$ cat config.mk
export PLATFORM = sky130hd
export DESIGN_NAME = ebct_top
export DESIGN_NICKNAME = d
export VERILOG_FILES = /design/src/pkg/ebct_pkg.sv /design/src/rtl/ebct_top.sv
export SDC_FILE = /design/constraint.sdc
export NUM_CORES = 1
export LEC_CHECK = 0
export ABC_AREA = 1
export ABC_CLOCK_PERIOD_IN_PS = 2500
export BUFFER_PORTS_ARGS = -buffer_cell sky130_fd_sc_hd__clkbuf_2
export CAP_MARGIN = 20
export CORE_MARGIN = 2
export CORE_UTILIZATION = 40
export CTS_CLUSTER_DIAMETER = 100
export DETAILED_ROUTE_END_ITERATION = 12
export HOLD_SLACK_MARGIN = 0.12
export SYNTH_ARGS = -nofsm -noshare
export SYNTH_HDL_FRONTEND = slang
export SYNTH_SLANG_ARGS = --single-unit
$ cat constraint.sdc
create_clock -name pclk -period 2.5 [get_ports pclk]
set_input_delay 0.25 -clock pclk [delete_from_list [all_inputs] [get_ports pclk]]
set_output_delay 0.25 -clock pclk [all_outputs]
set_load 0.01 [all_outputs]
$ cat src/pkg/ebct_pkg.sv
package ebct_pkg;

  // Register indices; byte address is four times the index
  localparam int unsigned ADDR_W   = 18;
  localparam logic [15:0] IDX_CTL0 = 16'hffb8;
  localparam logic [15:0] IDX_STAT = 16'hffb9;
  localparam logic [15:0] IDX_CMPA = 16'hffba;
  localparam logic [15:0] IDX_CMPB = 16'hffbb;
  localparam logic [15:0] IDX_CNT  = 16'hffbc;
  localparam logic [15:0] IDX_CTL1 = 16'hffbd;

  // Reset values
  localparam logic [7:0] RST_CTL0 = 8'h00;
  localparam logic [7:0] RST_STAT = 8'h10;
  localparam logic [7:0] RST_CMP  = 8'hff;
  localparam logic [7:0] RST_CNT  = 8'h00;
  localparam logic [7:0] RST_CTL1 = 8'he2;
  localparam logic [7:0] CNT_MAX  = 8'hff;

  // Field positions of timer_control_0
  localparam int unsigned C0_IE_B = 7;
  localparam int unsigned C0_IE_A = 6;
  localparam int unsigned C0_IE_W = 5;
  localparam int unsigned C0_CLR_HI = 4;
  localparam int unsigned C0_CLR_LO = 3;
  localparam int unsigned C0_CKS_HI = 2;

  // Field positions of timer_control_status; reserved bits read as one
  localparam int unsigned ST_FLG_B = 7;
  localparam int unsigned ST_FLG_A = 6;
  localparam int unsigned ST_FLG_W = 5;
  localparam int unsigned ST_OS_HI = 3;
  localparam logic [7:0]  ST_FIXED = 8'h10;

  // Field positions of timer_control_1; reserved bits read as one
  localparam int unsigned C1_EDG_HI = 4;
  localparam int unsigned C1_EDG_LO = 3;
  localparam int unsigned C1_TE     = 2;
  localparam int unsigned C1_DPS    = 0;
  localparam logic [7:0]  C1_FIXED  = 8'he2;

  // Counter clear source codes
  localparam logic [1:0] CLR_NONE = 2'h0;
  localparam logic [1:0] CLR_A    = 2'h1;
  localparam logic [1:0] CLR_B    = 2'h2;
  localparam logic [1:0] CLR_EXT  = 2'h3;

  // Clock select codes
  localparam logic [2:0] CKS_D4  = 3'h1;
  localparam logic [2:0] CKS_D16 = 3'h2;
  localparam logic [2:0] CKS_D64 = 3'h3;
  localparam logic [2:0] CKS_XR  = 3'h5;
  localparam logic [2:0] CKS_XF  = 3'h6;
  localparam logic [2:0] CKS_XB  = 3'h7;

  // Output actions on a match
  localparam logic [1:0] OUT_KEEP = 2'h0;
  localparam logic [1:0] OUT_LO   = 2'h1;
  localparam logic [1:0] OUT_HI   = 2'h2;
  localparam logic [1:0] OUT_TGL  = 2'h3;

  // Flag vector positions and synchroniser lanes
  localparam int unsigned FL_W = 0;
  localparam int unsigned FL_A = 1;
  localparam int unsigned FL_B = 2;
  localparam int unsigned SY_CLK = 0;
  localparam int unsigned SY_CLR = 1;
  localparam int unsigned SY_TRG = 2;
  localparam int unsigned NSYNC  = 3;
  localparam int unsigned PRE_W  = 7;

  typedef enum logic {ST_RUN = 1'b0, ST_HALT = 1'b1} ebct_run_e;

  typedef struct packed {
    logic [7:0]       ctl0;
    logic [1:0]       edg;
    logic             te;
    logic             dps;
    logic [3:0]       os;
    logic [2:0]       flg;
    logic [2:0]       armed;
    logic [7:0]       cmpa;
    logic [7:0]       cmpb;
    logic [7:0]       cnt;
    logic [PRE_W-1:0] pre;
    ebct_run_e        run;
    logic             eqa;
    logic             eqb;
    logic [NSYNC-1:0] sy1;
    logic [NSYNC-1:0] sy2;
    logic [NSYNC-1:0] sy3;
    logic             wave;
    logic [31:0]      rdata;
  } ebct_state_s;

endpackage

$ cat src/rtl/ebct_top.sv
// Decided for this implementation: the APB slave port.
`timescale 1ns/1ps

// Summary of operation
// - 8-bit up-counter advanced by the chosen clock, readable and writable anytime.
// - Wrap from all ones to zero sets the wrap flag.
// - Counter forced to zero on reset and in low-power modes.
// - Compare runs continuously except during a write cycle to that compare register.
// - Counter equal compare A sets match A flag; interrupt if enabled.
// - Compare B works the same with its own flag and enable.
// - Both compare registers reset to all ones, also in low-power modes.
// - Control register 0 resets to zero, also in low-power modes.
// - Control 0 bit 7 enables the match B interrupt.
// - Control 0 bit 6 enables the match A interrupt.
// - Control 0 bit 5 enables the wrap interrupt.
// - Clear select: none, match A, match B, external clear rising edge.
// - With clear selected and trigger enabled, clearing halts until a trigger edge.
// - With trigger disabled, counting continues right after a clear.
// - Internal clock codes 1..3 pick divide 4/8, 16/32, 64/128 by pair bit.
// - Clock codes 0 and 4 stop counting; 0 is the reset value.
// - Codes 5, 6, 7 count external clock rising, falling, both edges.
// - Internal divided clocks advance the counter on their falling edge.
// - Waveform pin changes on matches as the output-select bits say.
// - Trigger pin starts counting on rising, falling or both edges.
// - Setting trigger enable stops the counter until the chosen trigger edge.
// - Flags set by hardware only; cleared by writing 0 after reading 1.
// - Per-match output select: keep, drive 0, drive 1, toggle.
// - Simultaneous matches: toggle beats drive 1, drive 1 beats drive 0.
module ebct_top (
  input  wire logic                        pclk,
  input  wire logic                        presetn,
  input  wire logic                        psel,
  input  wire logic                        penable,
  input  wire logic                        pwrite,
  input  wire logic [ebct_pkg::ADDR_W-1:0] paddr,
  input  wire logic [31:0]                 pwdata,
  output logic      [31:0]                 prdata,
  output logic                             pready,
  output logic                             pslverr,
  input  wire logic                        ext_count_clock_pin,
  input  wire logic                        ext_clear_pin,
  input  wire logic                        start_trigger_pin,
  input  wire logic                        low_power_mode,
  output logic                             wave_out_pin,
  output logic                             match_a_irq,
  output logic                             match_b_irq,
  output logic                             wrap_irq
);
  import ebct_pkg::*;

  ebct_state_s      s_r;
  ebct_state_s      s_nxt;
  logic [15:0]      idx;
  logic             aligned;
  logic             sel_ctl0;
  logic             sel_stat;
  logic             sel_cmpa;
  logic             sel_cmpb;
  logic             sel_cnt;
  logic             sel_ctl1;
  logic             mapped;
  logic             acc_wr;
  logic             acc_rd;
  logic             setup_rd;
  logic [7:0]       rd_mux;
  logic [7:0]       stat_view;
  logic [7:0]       ctl1_view;
  logic [PRE_W-1:0] pre_inc;
  logic [2:0]       tap;
  logic             int_fall;
  logic [NSYNC-1:0] rise;
  logic [NSYNC-1:0] fall;
  logic             tick;
  logic             match_a;
  logic             match_b;
  logic             do_clear;
  logic             trig;
  logic [1:0]       clr_sel;
  logic [2:0]       cks;
  logic [1:0]       act_a;
  logic [1:0]       act_b;
  logic [2:0]       flg_set;
  logic [2:0]       flg_wclr;
  logic [7:0]       wb;

  // Address decode; unaligned or unknown addresses answer with an error
  always_comb begin
    idx      = paddr[ADDR_W-1:2];
    aligned  = (paddr[1:0] == 2'h0);
    sel_ctl0 = aligned && (idx == IDX_CTL0);
    sel_stat = aligned && (idx == IDX_STAT);
    sel_cmpa = aligned && (idx == IDX_CMPA);
    sel_cmpb = aligned && (idx == IDX_CMPB);
    sel_cnt  = aligned && (idx == IDX_CNT);
    sel_ctl1 = aligned && (idx == IDX_CTL1);
    mapped   = sel_ctl0 | sel_stat | sel_cmpa | sel_cmpb | sel_cnt | sel_ctl1;
    acc_wr   = psel && penable && pwrite && mapped;
    acc_rd   = psel && penable && !pwrite && mapped;
    setup_rd = psel && !penable && !pwrite;
    wb       = pwdata[7:0];
  end

  // Zero-wait slave: read data is captured in the setup cycle
  assign pready  = 1'b1;
  assign pslverr = psel && penable && !mapped;
  assign prdata  = s_r.rdata;

  // Register views with reserved bits reading as one
  always_comb begin
    stat_view = ST_FIXED;
    stat_view[ST_FLG_B] = s_r.flg[FL_B];
    stat_view[ST_FLG_A] = s_r.flg[FL_A];
    stat_view[ST_FLG_W] = s_r.flg[FL_W];
    stat_view[ST_OS_HI:0] = s_r.os;
    ctl1_view = C1_FIXED;
    ctl1_view[C1_EDG_HI:C1_EDG_LO] = s_r.edg;
    ctl1_view[C1_TE]  = s_r.te;
    ctl1_view[C1_DPS] = s_r.dps;
    rd_mux = 8'h00;
    if (sel_ctl0) begin
      rd_mux = s_r.ctl0;
    end
    if (sel_stat) begin
      rd_mux = stat_view;
    end
    if (sel_cmpa) begin
      rd_mux = s_r.cmpa;
    end
    if (sel_cmpb) begin
      rd_mux = s_r.cmpb;
    end
    if (sel_cnt) begin
      rd_mux = s_r.cnt;
    end
    if (sel_ctl1) begin
      rd_mux = ctl1_view;
    end
  end

  // Interrupt requests are gated flags
  assign match_b_irq  = s_r.flg[FL_B] & s_r.ctl0[C0_IE_B];
  assign match_a_irq  = s_r.flg[FL_A] & s_r.ctl0[C0_IE_A];
  assign wrap_irq     = s_r.flg[FL_W] & s_r.ctl0[C0_IE_W];
  assign wave_out_pin = s_r.wave;

  // Edge detection looks only at the second and third stages
  always_comb begin
    rise = s_r.sy2 & ~s_r.sy3;
    fall = ~s_r.sy2 & s_r.sy3;
  end

  // Counter clock source; a tap falls when the prescaler carries out of it
  always_comb begin
    cks      = s_r.ctl0[C0_CKS_HI:0];
    clr_sel  = s_r.ctl0[C0_CLR_HI:C0_CLR_LO];
    pre_inc  = s_r.pre + 7'h01;
    tap      = {cks[1:0], 1'b0} + {2'h0, s_r.dps} - 3'h1;
    int_fall = s_r.pre[tap] & ~pre_inc[tap];
    case (cks)
      CKS_D4, CKS_D16, CKS_D64: tick = int_fall;
      CKS_XR:  tick = rise[SY_CLK];
      CKS_XF:  tick = fall[SY_CLK];
      CKS_XB:  tick = rise[SY_CLK] | fall[SY_CLK];
      default: tick = 1'b0;
    endcase
  end

  // Compare is blanked during the access phase of a write to that register
  always_comb begin
    match_a  = (s_r.cnt == s_r.cmpa) && !(acc_wr && sel_cmpa) && !s_r.eqa;
    match_b  = (s_r.cnt == s_r.cmpb) && !(acc_wr && sel_cmpb) && !s_r.eqb;
    do_clear = ((clr_sel == CLR_A) && match_a) || ((clr_sel == CLR_B) && match_b)
             || ((clr_sel == CLR_EXT) && rise[SY_CLR]);
    trig     = s_r.te && ((rise[SY_TRG] && s_r.edg[0]) || (fall[SY_TRG] && s_r.edg[1]));
    act_a    = match_a ? s_r.os[1:0] : OUT_KEEP;
    act_b    = match_b ? s_r.os[3:2] : OUT_KEEP;
  end

  // Next-state logic for the whole block
  always_comb begin
    s_nxt = s_r;
    flg_set  = 3'h0;
    flg_wclr = 3'h0;
    s_nxt.pre = pre_inc;
    s_nxt.sy1 = {start_trigger_pin, ext_clear_pin, ext_count_clock_pin};
    s_nxt.sy2 = s_r.sy1;
    s_nxt.sy3 = s_r.sy2;
    s_nxt.eqa = (s_r.cnt == s_r.cmpa) && !(acc_wr && sel_cmpa);
    s_nxt.eqb = (s_r.cnt == s_r.cmpb) && !(acc_wr && sel_cmpb);
    if (setup_rd) begin
      s_nxt.rdata = {24'h0, rd_mux};
    end
    // Plain register writes
    if (acc_wr && sel_ctl0) begin
      s_nxt.ctl0 = wb;
    end
    if (acc_wr && sel_cmpa) begin
      s_nxt.cmpa = wb;
    end
    if (acc_wr && sel_cmpb) begin
      s_nxt.cmpb = wb;
    end
    if (acc_wr && sel_stat) begin
      s_nxt.os = wb[ST_OS_HI:0];
      flg_wclr[FL_B] = s_r.armed[FL_B] & ~wb[ST_FLG_B];
      flg_wclr[FL_A] = s_r.armed[FL_A] & ~wb[ST_FLG_A];
      flg_wclr[FL_W] = s_r.armed[FL_W] & ~wb[ST_FLG_W];
    end
    if (acc_wr && sel_ctl1) begin
      s_nxt.edg = wb[C1_EDG_HI:C1_EDG_LO];
      s_nxt.te  = wb[C1_TE];
      s_nxt.dps = wb[C1_DPS];
    end
    // Run control: enabling the trigger parks the counter until an edge
    if (!s_nxt.te) begin
      s_nxt.run = ST_RUN;
    end else if (!s_r.te) begin
      s_nxt.run = ST_HALT;
    end else if (trig) begin
      s_nxt.run = ST_RUN;
    end
    if (do_clear && s_r.te) begin
      s_nxt.run = ST_HALT;
    end
    // Counter: software write beats clear, clear beats counting
    if (acc_wr && sel_cnt) begin
      s_nxt.cnt = wb;
    end else if (do_clear) begin
      s_nxt.cnt = RST_CNT;
    end else if (tick && (s_r.run == ST_RUN)) begin
      s_nxt.cnt = s_r.cnt + 8'h01;
      flg_set[FL_W] = (s_r.cnt == CNT_MAX);
    end
    flg_set[FL_A] = match_a;
    flg_set[FL_B] = match_b;
    // A read showing a flag at one arms its clear; a new set wins over a clear
    if (acc_rd && sel_stat) begin
      s_nxt.armed = s_r.armed | s_r.flg;
    end
    s_nxt.armed = s_nxt.armed & ~flg_wclr;
    s_nxt.flg   = (s_r.flg & ~flg_wclr) | flg_set;
    // Wave output with priority toggle, then one, then zero
    if ((act_a == OUT_TGL) || (act_b == OUT_TGL)) begin
      s_nxt.wave = ~s_r.wave;
    end else if ((act_a == OUT_HI) || (act_b == OUT_HI)) begin
      s_nxt.wave = 1'b1;
    end else if ((act_a == OUT_LO) || (act_b == OUT_LO)) begin
      s_nxt.wave = 1'b0;
    end
    // Low-power modes reinitialise the registers and park the counter at zero
    if (low_power_mode) begin
      s_nxt.cnt   = RST_CNT;
      s_nxt.cmpa  = RST_CMP;
      s_nxt.cmpb  = RST_CMP;
      s_nxt.ctl0  = RST_CTL0;
      s_nxt.os    = RST_STAT[ST_OS_HI:0];
      s_nxt.flg   = 3'h0;
      s_nxt.armed = 3'h0;
      s_nxt.edg   = RST_CTL1[C1_EDG_HI:C1_EDG_LO];
      s_nxt.te    = RST_CTL1[C1_TE];
      s_nxt.dps   = RST_CTL1[C1_DPS];
      s_nxt.run   = ST_RUN;
    end
  end

  // State register; async reset loads constants only
  always_ff @(posedge pclk or negedge presetn) begin
    if (!presetn) begin
      s_r       <= '0;
      s_r.ctl0  <= RST_CTL0;
      s_r.cmpa  <= RST_CMP;
      s_r.cmpb  <= RST_CMP;
      s_r.cnt   <= RST_CNT;
      s_r.os    <= RST_STAT[ST_OS_HI:0];
      s_r.edg   <= RST_CTL1[C1_EDG_HI:C1_EDG_LO];
      s_r.te    <= RST_CTL1[C1_TE];
      s_r.dps   <= RST_CTL1[C1_DPS];
      s_r.run   <= ST_RUN;
      s_r.eqa   <= 1'b0;
      s_r.eqb   <= 1'b0;
    end else begin
      s_r <= s_nxt;
    end
  end

endmodule // ebct_top

After elaboration in Yosys (flattened, before gate mapping)
Index checks and enable logic that the tools add are counted.
W data, S select, Z words.
- bits in registers: 74
- bits of input ports: 59
- add/sub/neg operators: 4
- order comparisons: 1
- equality and inequality tests: 25
- muxes and demuxes: 35
- bitwise gates (word level): 28
- reductions and logical operators: 55
- operators by type and width (operator ; count):
    $eq A16 B16 Y1 const B ; 6
    $mux W8 ; 12
    $mux W46 ; 1
    $logic_and A1 B1 Y1 ; 33
    $eq A8 B8 Y1 ; 2
    $mux W1 ; 13
    $and A3 B3 Y3 ; 4
    $eq A2 B2 Y1 const B ; 6
    $reduce_bool A2 Y1 ; 5
    $eq A3 B3 Y1 const B ; 3
    $not A3 Y3 ; 3
    $add A8 B1 Y8 const B ; 1
    $eq A8 B8 Y1 const B ; 1
    $mux W4 ; 2
    $add A7 B1 Y7 const B ; 1
    $and A1 B1 Y1 ; 7
    $logic_not A1 Y1 ; 7
    $bmux W1 S3 ; 2
    $eq A2 B1 Y1 const B ; 3
    $eq A3 B2 Y1 const B ; 2
    $logic_or A1 B1 Y1 ; 6
    $mux W3 ; 2
    $not A1 Y1 ; 6
    $or A1 B1 Y1 ; 6
    12 further kinds ; 14

Depth between registers and ports, before layout
Gate-level depths: netlist of the first run.
- depth in word-level cells: 19
- gate-level depth with buffers: 18

Least setup slack after synthesis of the first run
Ideal clock, no wire load.
- path kind: register to register
- start: register s_r (netlist bit ctl1_view[0])
- end: register s_r[52] in the netlist's numbering
- setup time: 0.117 ns
- arrival time: 1.831 ns
- data required time: 2.383 ns
- path slack: 0.552 ns
- cell stages (with the launch flop): 13
- buffers on the path: 0
- cells stage by stage: dfrtp_1 inv_1 ha_1 inv_1 o21ai_0 o21ai_0 nand3_1 a21oi_2 nand3_4 nand2_4 inv_6 nand2_2 nand2_1
- longest elaborated chain between the ends: 9
- elaborated cells between the ends (all ways): 11
- those cells by class: add/sub: 2; mux: 5; bitwise: 2; reduce/logical: 2
- RTL lines (item ; line ; text):
    start, declared ; ebct_top.sv:51 ; ebct_state_s s_r;
    start signal, assigned ; ebct_top.sv:282 ; s_r <= s_nxt;
    $add A3 B1 Y3 (*) ; ebct_top.sv:157 ; tap = {cks[1:0], 1'b0} + {2'h0, s_r.dps} - 3'h1;
    $sub A3 B1 Y3 (*) ; ebct_top.sv:157 ;
    $bmux W1 S3 ; ebct_top.sv:158 ; int_fall = s_r.pre[tap] & ~pre_inc[tap];
    $mux W1 (implied by the code) ; ebct_top.sv:158 ;
    $not A1 Y1 ; ebct_top.sv:158 ;
    $and A1 B1 Y1 (*) ; ebct_top.sv:158 ;
    $pmux W1 S4 (*) ; ebct_top.sv:159 ; case (cks)
    $logic_and A1 B1 Y1 (*) ; ebct_top.sv:230 ; end else if (tick && (s_r.run == ST_RUN)) begin
    $reduce_bool A4 Y1 (no line) (*) ; - ;
Every way passes the cells marked *; elsewhere a longest branch is shown, timed or not. The select of a mux whose other input is x is not followed.
A chain may end at the register's enable or synchronous reset.

Worst setup path in the final report of the first run
- start: register s_r (netlist bit ctl1_view[0])
- end: register s_r[53] in the netlist's numbering
The elaborated chain is that of the path after synthesis.

==> results of run 1 <==
cell type report:
cell class,instances,share of cell area (%)
Clock buffer,9,4.27
Clock inverter,7,1.78
Inverter,72,5.41
Multi-Input combinational cell,411,43.4
Sequential cell,74,35.5
Tap cell,143,3.39
Timing Repair Buffer,58,6.26
synthesized netlist by cell type (all sizes together):
| library cell | instances |
|---|---|
| a211oi | 2 |
| a21oi | 33 |
| a221oi | 1 |
| a2bb2oi | 4 |
| buf | 41 |
| clkbuf | 2 |
| clkinv | 3 |
| conb | 2 |
| dfrtp | 58 |
| dfstp | 16 |
| ha | 5 |
| inv | 69 |
| nand2 | 145 |
| nand3 | 48 |
| nand3b | 7 |
| nand4 | 5 |
| nor2 | 47 |
| nor3 | 12 |
| nor3b | 1 |
| nor4 | 2 |
| o211a | 2 |
| o211ai | 2 |
| o21a | 1 |
| o21ai | 32 |
| o221ai | 3 |
| o22ai | 8 |
| o311ai | 1 |
| o31ai | 1 |
| o32ai | 1 |
| or2 | 2 |
| xnor2 | 12 |
| xor2 | 9 |
per-stage QoR:
step | power (mW) | util [%] | cell area, µm² | setup WS (ps)
floorplan | 1.65 | - | 4760 | 552
detailed placement | 1.76 | 43.0 | 4910 | 319
global placement | 1.75 | 43.0 | 4910 | 390
global route | 3.26 | 46.2 | 5270 | 242
finish | 3.13 | 46.2 | 5270 | 420
CTS | 3.16 | 46.2 | 5270 | 431
critical path: cells and delay by family (launching register included):
family                   cells  cell delay (ps)
adder cells (fa/ha/maj)      1              330
AND/OR/NAND/NOR              5              480
flip-flops                   1              400
buffers and inverters        3              210
AO/OA/AOI/OAI                4              530
report_power, final:
part	switching [mW]	internal (mW)	leakage (nW)
Clock	0.510	0.871	0.151
Sequential	0.0770	1.28	0.924
Combinational	0.242	0.147	1.49
Total	0.829	2.30	2.57
per-layer routing:
layer / global-route usage (%) / vias up
met5: 0 / -
met4: 5.12 / 0
met3: 3.94 / 9
met2: 30.5 / 153
met1: 26.5 / 1843
li1: - / 1925
repair_timing:
item	4_1_cts	5_1_grt
hold endpoints to repair	61	0
gates resized for setup	0	0
hold buffers	4	0
final timing paths:
| check | from | to | slack, ps | cells after the start |
|---|---|---|---|---|
| max | ctl1_view[0]$_DFFE_PN0P_ | s_r[53]$_DFFE_PN0P_ | 420 | 13 |
| min | pwdata[3] | s_r[63]$_DFFE_PN1P_ | 240 | 3 |
| max reg2reg | ctl1_view[0]$_DFFE_PN0P_ | s_r[53]$_DFFE_PN0P_ | 420 | 13 |
| min reg2reg | s_nxt[38]$_DFF_PN0_ | s_nxt[35]$_DFF_PN0_ | 350 | 0 |
| max in group asynchronous | presetn | s_r[65]$_DFFE_PN1P_ | 1230 | 3 |
| min in group asynchronous | presetn | s_nxt[37]$_DFF_PN0_ | 550 | 2 |
cell families after synthesis:
| family | synth area share (%) |
|---|---|
| compound gates | 11.4 |
| xor+xnor | 3.94 |
| fa+ha+maj | 1.34 |
| buf+inv | 12.8 |
| flops | 40.1 |
| other cells | 0.161 |
| simple gates | 30.3 |
flip-flops by register name, summed over array words and instances (netlist names):
name / count
s_nxt: 6
s_r: 50
cks: 3
ctl1_view: 4
clr_sel: 2
prdata: 8
wave_out_pin: 1
==> flow_summary_export.csv, run 1 <==
group,metric,value,unit
synth,syn_avg_cell_area,8.10,µm²
route,wire_per_inst,14.8,µm
cells_and_area,ff_latch_area,1870,µm²
global_routing,grt_pass1_wl,19000,µm
floorplan,die_area,12600,µm²
cells_and_area,diodes,0,
route,drt_iter0_drc,289,
clock_tree,cts_tree,"built",
worst_setup_path,critPathKind,"reg -> reg",
synth,synthTopCellsByArea,"dfrtp_1, nand2_1, dfstp_2, buf_4, inv_1",
power_and_ir_drop,ir_drop,0.370,mV
worst_setup_path,crit_chain,"inv_1 > ha_1 > inv_1 > a21oi_1 > a21oi_1 > o21ai_0 > nand3_1 > a21oi_2 > nand3_4 > nand2_4 > inv_6 > nand2_2 > nand2_1",
power_and_ir_drop,leakage,2.57,nW
timing,final_hold_viol_count,0,
hold_path,hold_class,"in -> reg",
timing,setup_tns,0,ps
timing,drv_slew,0,
route,viasPerCell,5.08,
worst_setup_path,cp_max_fo,7,
clock_tree,clk_latency,340,ps
synth,netlist_instances,577,
synth,synth_cell_types,52,
flow_run,drv_cap,0,
cells_and_area,area_growth,12.9,%
synth,netlist_area,4670,µm²
timing,period_minus_slack,2080,ps
synth,ys_seq_elements,74,
floorplan,die_h,112,µm
power_and_ir_drop,power_density,593,nW/µm²
route,drtAntennaViolNets,0,
global_routing,grt_pass1_vias,3849,
cells_and_area,drive_gt1_share,22.2,%
floorplan,rows,39,
clock_tree,clock-sinks,74,
clock_tree,cts-root-buf,"clkbuf_16",
worst_setup_path,cp.arrival,2310,ps
cells_and_area,n_fill_cell,1135,
timing,finalSetupViolCount,0,
floorplan,initial_core_util,40.9,%
cells_and_area,final_cell_mix,"nand2_1, inv_1, dfrtp_1",
cells_and_area,multi_input_area,2290,µm²
floorplan,coreArea,11400,µm²
route,top_layer,"met4",
route,firstDrtPassIters,5,
global_routing,track_usage,19.0,%
placed_design,gp_congestion,0.892,
cells_and_area,final_common_cell,"nand2_1",
placed_design,port_buffers,47,
cells_and_area,fin_nets,690,
route,route.detailed.drc,0,
placed_design,dpl.hpwl,8810,µm
outcome,status,"complete, no violations",
timing,period_share,83.2,%
synth,synth_top_cell_by_area,"dfrtp_1",
route,wl_met2,5280,µm
synth,yosysTopAreaCellShare,31.1,%
worst_setup_path,critPathSlowestCell,"dfrtp_1",
worst_setup_path,timing.critical_path.required,2730,ps
route,route.met3.wl,737,µm
timing,fmax,481,MHz
floorplan,die_w,112,µm
timing,tightest_slew,846,ps
clock_tree,postCtsSetupRepairBufs,0,
worst_setup_path,cpPeakStageDelay,400,ps
clock_tree,path_clk_slew,60,ps
placed_design,placed_cells,754,
synth,ys_seq_area_share,40.1,%
global_routing,grt_antenna_before_repair,0,
worst_setup_path,cp-end-kind,"register",
clock_tree,cts.path.max_buffers,2,
route,finalWirelength,11500,µm
clock_tree,cts_buffers,9,
synth,ys_warn_count,0,
route,num_vias,3930,
timing,relSlewSlack,43.6,%
clock_tree,htree_levels,3,
route,routedLengthMet1,5340,µm
floorplan,io_pins,97,
global_routing,grt_max_degree,69,
timing,whs,241,ps
timing,skew,5.52,ps
global_routing,grt_overflow,0,
worst_setup_path,start_kind,"register",
cells_and_area,fin_cells,774,
timing,rsz0062_at_grt,"no",
No activity file was read; power rests on OpenSTA's default activity.
==> run 2, diff against run 1 <==
- ABC_CLOCK_PERIOD_IN_PS: 2500 -> 2070
- clock period: 2.5 -> 2.07 ns (I/O delays scaled with it)
==> flow_summary_export.csv, run 2 (synthesized netlist as in run 1, its figures left out) <==
group,metric,value,unit
outcome,status,"complete, no violations",
cells_and_area,final_cell_mix,"nand2_1, inv_1, dfrtp_1",
placed_design,port_buffers,47,
floorplan,die_h,112,µm
timing,period_share,94.0,%
cells_and_area,multi_input_area,2310,µm²
global_routing,track_usage,19.5,%
clock_tree,cts_tree,"built",
cells_and_area,regMostFlops,"s_r",
worst_setup_path,path_buf_inv,1,
cells_and_area,final_common_cell,"nand2_1",
worst_setup_path,critPathSlowestCell,"dfrtp_1",
cells_and_area,area_growth,16.7,%
clock_tree,cts.path.max_buffers,2,
cells_and_area,fin_cells,785,
global_routing,grt_antenna_before_repair,0,
timing,skew,3.96,ps
timing,period_minus_slack,1950,ps
floorplan,coreArea,11400,µm²
worst_setup_path,cp-end-kind,"register",
floorplan,initial_core_util,40.9,%
clock_tree,clock-sinks,74,
route,wire_per_inst,14.6,µm
floorplan,die_w,112,µm
flow_run,drv_cap,0,
clock_tree,htree_levels,3,
route,finalWirelength,11500,µm
worst_setup_path,cp.arrival,2170,ps
clock_tree,cts_buffers,9,
route,drt_iter0_drc,273,
route,viasPerCell,5.00,
route,firstDrtPassIters,7,
cells_and_area,stdcell_area,5450,µm²
placed_design,gp_congestion,0.907,
power_and_ir_drop,ir_drop,0.431,mV
cells_and_area,diodes,0,
route,drtAntennaViolNets,0,
clock_tree,postCtsSetupRepairBufs,0,
cells_and_area,largest_register_ffs,50,
clock_tree,clk_latency,340,ps
global_routing,grt_overflow,0,
cells_and_area,drive_gt1_share,24.1,%
power_and_ir_drop,power_density,749,nW/µm²
timing,finalSetupViolCount,0,
route,num_vias,3923,
global_routing,grt_pass1_wl,19400,µm
worst_setup_path,cp_max_fo,7,
worst_setup_path,start_kind,"register",
floorplan,die_area,12600,µm²
worst_setup_path,cpPeakStageDelay,410,ps
hold_path,hold_class,"in -> reg",
power_and_ir_drop,total_power,4.08,mW
worst_setup_path,crit_chain,"ha_1 > nand2_1 > o21ai_0 > o21ai_0 > nand3_2 > a21oi_2 > nand3_4 > nand2_4 > inv_6 > nand2_2 > nand2_1",
timing,fmax,514,MHz
clock_tree,path_clk_slew,60,ps
timing,drv_slew,0,
global_routing,grt_max_degree,47,
route,route.detailed.drc,0,
placed_design,place_area,5010,µm²
floorplan,io_pins,97,
power_and_ir_drop,leakage,2.66,nW
cells_and_area,ff_latch_area,1870,µm²
cells_and_area,postLayoutCoreUtil,47.7,%
worst_setup_path,timing.critical_path.max_delay_family,"simple AND/OR/NAND/NOR gates",
clock_tree,cts-root-buf,"clkbuf_16",
global_routing,grt_pass1_vias,3959,
placed_design,dpl.hpwl,8900,µm
worst_setup_path,timing.critical_path.required,2290,ps
cells_and_area,n_fill_cell,1132,
floorplan,rows,39,
worst_setup_path,critPathKind,"reg -> reg",
timing,final_hold_viol_count,0,
cells_and_area,fin_nets,701,
placed_design,placed_cells,765,
-- run 2: cell types whose count changed in the layout (fill, tap and decap cells not counted), sizes merged --
cell / before / now
inv: 69 / 70
buf: 8 / 19
bufinv: 2 / 4
clkbuf: 55 / 56
clkinvlp: 2 / 1
clkinv: 6 / 3
-- run 2: routing by layer --
| layer | global-route usage [%] | wire, µm | up-vias |
|---|---|---|---|
| li1 | - | - | 1939 |
| met1 | 26.6 | 5440 | 1869 |
| met2 | 30.9 | 5320 | 102 |
| met3 | 3.67 | 548 | 13 |
| met4 | 7.56 | 182 | 0 |
| met5 | 0 | 0 | - |
-- run 2: layout make-up --
cell class	count	area share, %
Sequential cell	74	34.3
Inverter	72	5.23
Multi-Input combinational cell	411	42.5
Clock buffer	10	4.38
Clock inverter	6	2.50
Tap cell	143	3.28
Timing Repair Buffer	69	7.80
-- run 2: worst paths after layout --
path / cells after the start / from / to / slack, ps
worst max register to register: 11 / s_r[45]$_DFF_PN0_ / s_r[53]$_DFFE_PN0P_ / 120
min in group asynchronous: 2 / presetn / s_nxt[37]$_DFF_PN0_ / 340
worst min-delay path: 3 / pwdata[2] / s_r[62]$_DFFE_PN1P_ / 190
max in group asynchronous: 3 / presetn / s_r[67]$_DFFE_PN1P_ / 1080
worst min register to register: 0 / s_nxt[36]$_DFF_PN0_ / s_nxt[33]$_DFF_PN0_ / 350
worst max-delay path: 11 / s_r[45]$_DFF_PN0_ / s_r[53]$_DFFE_PN0P_ / 120
-- run 2: repair_timing --
action / CTS / global route
setup endpoints to repair: 0 / 9
hold buffers: 4 / 0
hold endpoints to repair: 31 / 0
resized for setup: 0 / 5
-- run 2: where the power goes --
group	internal, mW	switching (mW)	total (mW)
registers	1.55	0.0913	1.64
clock network	1.34	0.627	1.96
logic	0.185	0.295	0.480
-- run 2: stage by stage --
stage                     setup WS [ps]  TNS, ps  hold WS, ps
after global placement              127        0          160
after floorplan                     122        0        -88.6
after detailed placement           93.2        0          167
final                               123        0          195
after CTS                          84.1        0          184
after global routing              -5.72    -8.45          211
-- run 2: worst reg2reg max path: stages, from the launching register on --
cell and delay (ps):
dfrtp_1 410, ha_1 240, nand2_1 130, o21ai_0 80, o21ai_0 220, nand3_2 160
a21oi_2 250, nand3_4 110, nand2_4 90, inv_6 60, nand2_2 50, nand2_1 50
